==> src/line_mode_pkg.sv <==
package line_mode_pkg;
    // register byte offsets
    localparam logic [7:0]  ADDR_AFC      = 8'h00;
    localparam logic [7:0]  ADDR_LINE_CTL = 8'h04;
    localparam logic [7:0]  ADDR_OS_DIV   = 8'h08;
    localparam logic [7:0]  ADDR_STATUS   = 8'h0C;
    // alternate_function_config fields
    localparam int          AFC_IR_BIT    = 1;
    localparam int          AFC_485_BIT   = 2;
    localparam int          AFC_LG_BIT    = 3;
    localparam int          AFC_RCV_BIT   = 4;
    localparam int          AFC_DLY_LSB   = 5;
    localparam int          AFC_DLY_W     = 3;
    localparam logic [7:0]  AFC_RESET     = 8'h00;
    localparam logic [7:0]  AFC_WR_MASK   = 8'hFE;
    // line control and status fields
    localparam int          LC_LOOP_BIT   = 0;
    localparam int          ST_DE_BIT     = 0;
    localparam int          ST_HOLD_BIT   = 1;
    localparam int          ST_STORE_BIT  = 2;
    localparam int          ST_RXD_BIT    = 3;
    // oversample divider: one tick every (divisor + 1) clocks
    localparam int          OS_DIV_W      = 16;
    localparam logic [15:0] OS_DIV_RESET  = 16'h000D;
    // infrared timing in oversample ticks
    localparam int          OS_PER_BIT    = 16;
    localparam logic [3:0]  IR_PULSE_ON   = 4'h7;
    localparam logic [3:0]  IR_PULSE_OFF  = 4'hA;
    localparam logic [3:0]  IR_LOW_LAST   = 4'hF;
    localparam logic [3:0]  BIT_LAST      = 4'hF;

    typedef enum logic [2:0] {
        DE_IDLE   = 3'b001,
        DE_ACTIVE = 3'b010,
        DE_HOLD   = 3'b100
    } de_state_e;

    function automatic logic [3:0] inc4(input logic [3:0] v);
        return v + 4'h1;
    endfunction
endpackage

==> src/irda_if.sv <==
interface irda_if;
    logic tick;
    logic int_tx;
    logic ir_tx;
    logic ir_rx;
    logic int_rx;
    modport enc (input tick, input int_tx, output ir_tx);
    modport dec (input tick, input ir_rx, output int_rx);
    modport ctl (output tick, output int_tx, output ir_rx, input ir_tx, input int_rx);
endinterface

==> src/irda_encoder.sv <==
module irda_encoder import line_mode_pkg::*; (
    // clock and reset
    input  wire logic pclk,
    input  wire logic presetn,
    // codec link
    irda_if.enc       link
);
    logic [3:0] pulse_count;
    logic [3:0] next_count;

    assign next_count = inc4(pulse_count);

    always_ff @(posedge pclk or negedge presetn) begin
        if (!presetn) begin
            pulse_count <= 4'h0;
            link.ir_tx  <= 1'b0;
        end else if (link.int_tx) begin
            pulse_count <= 4'h0;
            link.ir_tx  <= 1'b0;
        end else if (link.tick) begin
            pulse_count <= next_count;
            // pulse spans the 7th through 9th tick of each bit
            link.ir_tx  <= (next_count >= IR_PULSE_ON) && (next_count < IR_PULSE_OFF);
        end
    end
endmodule

==> src/irda_decoder.sv <==
module irda_decoder import line_mode_pkg::*; (
    // clock and reset
    input  wire logic pclk,
    input  wire logic presetn,
    // codec link
    irda_if.dec       link
);
    logic       rx_prev;
    logic [3:0] low_count;

    // works on falling edges only, so a positive pulse decodes at its trailing edge
    always_ff @(posedge pclk or negedge presetn) begin
        if (!presetn) begin
            rx_prev     <= 1'b1;
            low_count   <= 4'h0;
            link.int_rx <= 1'b1;
        end else if (link.tick) begin
            rx_prev <= link.ir_rx;
            if (rx_prev && !link.ir_rx) begin
                link.int_rx <= 1'b0;
                low_count   <= 4'h0;
            end else if (!link.int_rx) begin
                low_count <= inc4(low_count);
                if (low_count == IR_LOW_LAST) begin
                    link.int_rx <= 1'b1;
                end
            end
        end
    end
endmodule

==> src/uart_line_mode.sv <==
// Function
// - three-bit delay field sets driver-enable hold time
// - delay starts when empty, cancelled by writes
// - enable rises bit before first stop
// - enable holds for delay, then drops
// - large-block: interrupt on threshold or empty
// - bus mode without large-block: interrupt when shift register empties
// - receive-while-send stores data, allows timeout
// - standard mode without it: no timeout interrupt
// - bus or infrared without it: nothing stored
// - loopback idles tx pin and decoder input, still stores looped data
// - infrared codec uses sixteen ticks per bit
// - one is no pulse, zero one pulse
// - high serial data holds tx low
// - low data gives pulse ticks seven to nine
// - reset sets decoded rx high, counter cleared
// - falling rx edge gives sixteen-tick low
// - core samples decoded data mid-bit
// - positive pulses decode at trailing edge
// - dedicated bit enables infrared mode
// - bus mode without large-block withholds interrupts until empty
// - bus mode without listen disables receiver
module uart_line_mode import line_mode_pkg::*; #(
    parameter int DIV_W = OS_DIV_W
) (
    // apb slave
    input  wire logic        pclk,
    input  wire logic        presetn,
    input  wire logic        psel,
    input  wire logic        penable,
    input  wire logic        pwrite,
    input  wire logic [7:0]  paddr,
    input  wire logic [31:0] pwdata,
    output logic      [31:0] prdata,
    output logic             pready,
    output logic             pslverr,
    // transmitter status from the uart core
    input  wire logic        tx_shift_empty,
    input  wire logic        tx_fifo_empty,
    input  wire logic        tx_fifo_write,
    input  wire logic        tx_stop_next,
    input  wire logic        tx_thresh_cross,
    input  wire logic        tx_fifo_went_empty,
    input  wire logic        tx_level_above,
    input  wire logic        core_tx_data,
    // receiver controls to the uart core
    output logic             core_rx_data,
    output logic             rx_store_enable,
    output logic             rx_timeout_enable,
    output logic             tx_irq_event,
    output logic             oversample_tick,
    // line pins
    input  wire logic        rx_pin,
    output logic             tx_pin,
    output logic             driver_enable_output
);
    logic [7:0]       alternate_function_config;
    logic             loopback_bit;
    logic [DIV_W-1:0] os_divisor;
    logic [DIV_W-1:0] os_count;
    logic [3:0]       bit_phase;
    logic             bit_tick;
    logic [3:0]       hold_count;
    de_state_e        de_state;
    de_state_e        next_de_state;
    logic             shift_empty_d;

    logic             ir_mode;
    logic             bus_mode;
    logic             large_block;
    logic             listen;
    logic [2:0]       turnaround_delay;
    logic             tx_idle;
    logic             access;
    logic             mapped;

    irda_if ir ();

    assign ir_mode          = alternate_function_config[AFC_IR_BIT];
    assign bus_mode         = alternate_function_config[AFC_485_BIT];
    assign large_block      = alternate_function_config[AFC_LG_BIT];
    assign listen           = alternate_function_config[AFC_RCV_BIT];
    assign turnaround_delay = alternate_function_config[AFC_DLY_LSB +: AFC_DLY_W];
    assign tx_idle          = tx_shift_empty && tx_fifo_empty;
    assign access           = psel && penable && pready;
    assign mapped           = paddr == ADDR_AFC || paddr == ADDR_LINE_CTL
                           || paddr == ADDR_OS_DIV || paddr == ADDR_STATUS;

    // apb: no wait states, answer registered in the setup cycle
    always_ff @(posedge pclk or negedge presetn) begin
        if (!presetn) begin
            pready  <= 1'b0;
            pslverr <= 1'b0;
            prdata  <= 32'h0000_0000;
        end else begin
            pready  <= psel && !penable;
            pslverr <= psel && !penable && !mapped;
            if (psel && !penable && !pwrite) begin
                case (paddr)
                    ADDR_AFC:      prdata <= {24'h00_0000, alternate_function_config};
                    ADDR_LINE_CTL: prdata <= {31'h0000_0000, loopback_bit};
                    ADDR_OS_DIV:   prdata <= 32'(os_divisor);
                    ADDR_STATUS:   prdata <= {28'h000_0000, core_rx_data, rx_store_enable,
                                              de_state == DE_HOLD, driver_enable_output};
                    default:       prdata <= 32'h0000_0000;
                endcase
            end
        end
    end

    // config registers; writes land only at the completing edge
    always_ff @(posedge pclk or negedge presetn) begin
        if (!presetn) begin
            alternate_function_config <= AFC_RESET;
            loopback_bit              <= 1'b0;
            os_divisor                <= DIV_W'(OS_DIV_RESET);
        end else if (access && pwrite) begin
            case (paddr)
                ADDR_AFC:      alternate_function_config <= pwdata[7:0] & AFC_WR_MASK;
                ADDR_LINE_CTL: loopback_bit <= pwdata[LC_LOOP_BIT];
                ADDR_OS_DIV:   os_divisor <= pwdata[DIV_W-1:0];
                default:       ;
            endcase
        end
    end

    // oversample divider and bit-time divider
    always_ff @(posedge pclk or negedge presetn) begin
        if (!presetn) begin
            os_count        <= '0;
            oversample_tick <= 1'b0;
        end else if (os_count >= os_divisor) begin
            os_count        <= '0;
            oversample_tick <= 1'b1;
        end else begin
            os_count        <= os_count + 1'b1;
            oversample_tick <= 1'b0;
        end
    end

    always_ff @(posedge pclk or negedge presetn) begin
        if (!presetn) begin
            bit_phase <= 4'h0;
            bit_tick  <= 1'b0;
        end else begin
            bit_tick <= oversample_tick && bit_phase == BIT_LAST;
            if (oversample_tick) begin
                bit_phase <= inc4(bit_phase);
            end
        end
    end

    // driver-enable sequencing
    always_comb begin
        next_de_state = de_state;
        case (de_state)
            DE_IDLE: begin
                if (bus_mode && tx_stop_next) begin
                    next_de_state = DE_ACTIVE;
                end
            end
            DE_ACTIVE: begin
                if (!bus_mode) begin
                    next_de_state = DE_IDLE;
                end else if (tx_idle && !tx_fifo_write) begin
                    // a zero delay releases the bus right away
                    next_de_state = (turnaround_delay == 3'h0) ? DE_IDLE : DE_HOLD;
                end
            end
            DE_HOLD: begin
                if (!bus_mode) begin
                    next_de_state = DE_IDLE;
                end else if (tx_fifo_write || !tx_idle) begin
                    next_de_state = DE_ACTIVE;
                end else if (bit_tick && hold_count + 4'h1 >= {1'b0, turnaround_delay}) begin
                    next_de_state = DE_IDLE;
                end
            end
            default: next_de_state = DE_IDLE;
        endcase
    end

    always_ff @(posedge pclk or negedge presetn) begin
        if (!presetn) begin
            de_state             <= DE_IDLE;
            driver_enable_output <= 1'b0;
        end else begin
            de_state             <= next_de_state;
            driver_enable_output <= next_de_state != DE_IDLE;
        end
    end

    // delay counted in whole bit times, restarted each time the hold begins
    always_ff @(posedge pclk or negedge presetn) begin
        if (!presetn) begin
            hold_count <= 4'h0;
        end else if (de_state != DE_HOLD) begin
            hold_count <= 4'h0;
        end else if (bit_tick) begin
            hold_count <= inc4(hold_count);
        end
    end

    // transmit interrupt timing
    always_ff @(posedge pclk or negedge presetn) begin
        if (!presetn) begin
            shift_empty_d <= 1'b1;
            tx_irq_event  <= 1'b0;
        end else begin
            shift_empty_d <= tx_shift_empty;
            if (bus_mode && !large_block) begin
                tx_irq_event <= tx_shift_empty && !shift_empty_d;
            end else begin
                tx_irq_event <= tx_thresh_cross || (tx_fifo_went_empty && !tx_level_above);
            end
        end
    end

    // receive gating; the core strobes mid-bit so one-tick glitches pass unseen
    always_ff @(posedge pclk or negedge presetn) begin
        if (!presetn) begin
            rx_store_enable   <= 1'b1;
            rx_timeout_enable <= 1'b0;
        end else begin
            rx_store_enable   <= listen || loopback_bit || !(bus_mode || ir_mode);
            rx_timeout_enable <= listen;
        end
    end

    // codec link and pin muxing; loopback parks tx_pin and the decoder input at their idle level
    assign ir.tick   = oversample_tick;
    assign ir.int_tx = core_tx_data;
    assign ir.ir_rx  = loopback_bit ? 1'b1 : rx_pin;

    irda_encoder u_enc (
        .pclk    (pclk),
        .presetn (presetn),
        .link    (ir.enc)
    );

    irda_decoder u_dec (
        .pclk    (pclk),
        .presetn (presetn),
        .link    (ir.dec)
    );

    always_ff @(posedge pclk or negedge presetn) begin
        if (!presetn) begin
            tx_pin       <= 1'b1;
            core_rx_data <= 1'b1;
        end else begin
            if (loopback_bit) begin
                tx_pin <= !ir_mode;
            end else begin
                tx_pin <= ir_mode ? ir.ir_tx : core_tx_data;
            end
            if (loopback_bit) begin
                core_rx_data <= core_tx_data;
            end else begin
                core_rx_data <= ir_mode ? ir.int_rx : rx_pin;
            end
        end
    end
endmodule

==> config.mk <==
export PLATFORM = sky130hd
export DESIGN_NAME = uart_line_mode
export DESIGN_NICKNAME = d
export VERILOG_FILES = /design/src/line_mode_pkg.sv /design/src/irda_if.sv /design/src/irda_encoder.sv /design/src/irda_decoder.sv /design/src/uart_line_mode.sv
export SDC_FILE = /design/constraint.sdc
export NUM_CORES = 1
export LEC_CHECK = 0
export BUFFER_PORTS_ARGS = -buffer_cell sky130_fd_sc_hd__buf_4
export CAP_MARGIN = 20
export CORE_ASPECT_RATIO = 1.25
export CORE_MARGIN = 2
export CORE_UTILIZATION = 36
export CTS_CLUSTER_DIAMETER = 80
export DETAILED_ROUTE_END_ITERATION = 8
export HOLD_SLACK_MARGIN = 0.08
export PLACE_DENSITY = 0.58
export SYNTH_ARGS = -nofsm -noshare
export SYNTH_HDL_FRONTEND = slang
export SYNTH_SLANG_ARGS = --single-unit
==> constraint.sdc <==
create_clock -name pclk -period 1.8 [get_ports pclk]
set_input_delay 0.36 -clock pclk [delete_from_list [all_inputs] [get_ports pclk]]
set_output_delay 0.36 -clock pclk [all_outputs]
set_load 0.01 [all_outputs]
==> results.tsv <==
metric	value	unit
final wirelength	9170	um
Die Width	104	um
Filler Cell Count	1172	
vias in the first global route	3155	
Syn-to-layout area delta	25.3	%
count of pins over their slew limit	0	
total grt overflow	0	
Sink Count	89	
total power	4.77	mW
Antenna diodes	0	
drt via density	4.75	
setup bufs post-CTS	0	
CP cell instances	inv_2, ha_1, and3_4, a221oi_2, o211ai_1, buf_6, nor2_1	
Worst-Margin Slew	0.621	ns
Max Clock Freq	557	MHz
Clock Latency Late Sink	0.34	ns
Final HPWL DP	6700	um
FF-to-FF Start	os_divisor[3]$_DFFE_PN1P_	
RSZ-0062 raised after global routing	true	
htree depth	3	
drt wl/cell	13.7	um
Reg area	2240	sq um
Pleak	2.64	nW
share of layout cells above drive strength 1	27.7	%
startpoint types	flop	
final setup fails	0	
Hold WS	0.139	ns
Worst slew margin	58.6	%
#FFs+latches synth	89	
Period Utilization, post-route	99.7	%
FF-to-FF setup slack	0.005	ns
R2R depth	7	
CTS tree	yes	
Buf+Inv Stages, Crit Path	2	
main flop type after synthesis	dfrtp_1	
clk buf depth	2	
delay-heaviest family, CP	flip-flops	
Max VDD drop	505	uV
Hold Crit Start	tx_shift_empty	
hold path endpoint	shift_empty_d$_DFF_PN1_	
initial antenna violation count	0	
Syn Inst Count	418	
Core Area	12200	sq um
CP max stage cell	dfstp_2	
Root Buffer	clkbuf_16	
Overall Global Routing Usage	14.5	%
total CTS buffers	9	
critical path arrival	2.06	ns
Cell Rows	45	
DRC viols	0	
first drt pass iteration count	4	
Crit Path Category	flop to flop	
Finished Layout Cells	669	
reg2reg end	os_count[7]$_DFF_PN0_	
Post-synth top cells	dfrtp_1, nor2_1, nand2_1, ha_1, inv_1	
DR vias	3178	
Syn Area/Cell	10.7	sq um
ANT nets after route	0	
Critical Path End Type	flop	
async set-reset flop share out of synthesis	100	%
final hold vios	0	
Mapped Area	4470	sq um
area share of the largest cell type after synthesis	44.2	%
CTS clk-pin slew, worst paths	0.06	ns
DIE AREA	13300	sq um
multi-input combinational cell area	2070	sq um
largest net degree at the start of global routing	90	
most numerous cell in the Yosys netlist	dfrtp_1	
WHS Path Cells	1	
Fin Clk Skew	0.00590	ns
Die H	129	um
Detailed Route Iter0 Violations	114	
largest area contributor in the netlist	dfrtp_1	
CP required	2.07	ns
peak per-stage delay on the critical path	0.54	ns
Yosys cell types	45	
top post-synthesis cells by area	dfrtp_1, ha_1, dfstp_2	
Port Buffers	62	
Synth Warn #	0	
min Tclk post-route	1.79	ns
routability cong.	0.821	
post-synthesis sequential area ratio	50.1	%
worst hold path class	primary input to flop	
fin nets	579	
Post-synth EDFFs	0	
status	finished, final reports clean	
first-pass GRT wire length	15400	um
Pwr Density	851	nW/um^2
Max Cap Violations	0	
initial core utilization	36.8	%
Crit Path Max Fanout	17	
Ports	95	
dpl cells	652	
-- cell type report --
cell class	instances	area share [%]
flip-flops and latches	89	39.9
multi-input cells	291	37.0
repair buffers	84	11.9
clock buffers	12	4.57
well taps	164	3.66
inverters	25	1.67
clock inverters	4	1.32
-- worst reg2reg max path, cell delays in order, from the launching register on --
cell      delay, ns
dfstp_2        0.54
inv_2          0.05
ha_1           0.29
and3_4         0.18
a221oi_2       0.25
o211ai_1       0.13
buf_6          0.18
nor2_1         0.11
-- power by group --
| group | switching (mW) | internal [mW] |
|---|---|---|
| combinational | 0.225 | 0.233 |
| sequential | 0.114 | 2.13 |
| clock | 0.778 | 1.30 |
| total | 1.12 | 3.65 |
-- flip-flops by register name, summed over array words and instances (netlist names), 3 cells and up --
signal,count
alternate_function_config,7
bit_phase,4
de_state,3
hold_count,4
os_count,16
os_divisor,16
prdata,16
u_dec.low_count,4
u_enc.pulse_count,4
-- worst max path at each step --
stage	start	slack [ns]	endpoint	cells past startpoint
4_1_cts	os_divisor[3]$_DFFE_PN1P_	-0.008	os_count[2]$_DFF_PN0_	7
3_5_place_dp	paddr[7]	-0.26	os_divisor[4]$_DFFE_PN0P_	6
2_1_floorplan	paddr[7]	-0.16	os_divisor[10]$_DFFE_PN0P_	6
3_3_place_gp	paddr[7]	-0.23	os_divisor[1]$_DFFE_PN0P_	6
5_1_grt	os_divisor[3]$_DFFE_PN1P_	-0.10	os_count[7]$_DFF_PN0_	7
6_report	os_divisor[3]$_DFFE_PN1P_	0.005	os_count[7]$_DFF_PN0_	7
-- layout by cell type (no fill, tap or decap), types with 9 or more instances in the layout --
| cell | instances |
|---|---|
| buf_4 | 79 |
| nand2b_1 | 10 |
| nand3_1 | 11 |
| mux2_1 | 10 |
| o21ai_0 | 19 |
| inv_1 | 23 |
| mux2_2 | 17 |
| nand2_1 | 28 |
| clkbuf_16 | 9 |
| nor2_1 | 39 |
| dfstp_2 | 10 |
| dfrtp_1 | 79 |
| conb_1 | 16 |
| ha_1 | 23 |
| a22o_1 | 9 |
| a21oi_1 | 12 |
| xor2_1 | 14 |
| xnor2_1 | 13 |
-- repair_timing --
action,in CTS,in global routing
setup endpoints to repair,17,20
pin swaps,0,2
hold endpoints to repair,10,0
hold buffers,1,0
gates resized for setup,3,8
-- cell families (layout without fill, tap and decap cells) --
group	count (synthesis)	count (layout)	synth area share (%)
other	1	16	0.0838
AND/OR/NAND/NOR	130	130	14.6
flip-flops	89	89	50.1
AO/OA/AOI/OAI	58	58	8.31
XOR/XNOR	27	27	5.29
adder cells (fa/ha/maj)	25	25	6.99
buffers and inverters	53	125	6.07
multiplexers	35	35	8.59
-- metrics by stage --
stage          setup WS (ns)  cell area [sq um]  utilization [%]  TNS, ns
6_report             0.00514               5610             46.1        0
3_5_place_dp          -0.255               5220             42.9    -6.94
3_3_place_gp          -0.234               5220             42.9    -5.53
4_1_cts             -0.00837               5570             45.8  -0.0182
2_1_floorplan         -0.162               4550                -    -2.27
5_1_grt               -0.102               5610             46.1    -1.24
-- layer usage --
layer | track usage, % | part of all wire (%)
met3 | 2.89 | 3.5
met2 | 24.5 | 49
met5 | 0 | 0
met4 | 5.33 | 1.2
met1 | 18.7 | 46
No activity file was read; power rests on OpenSTA's default activity.
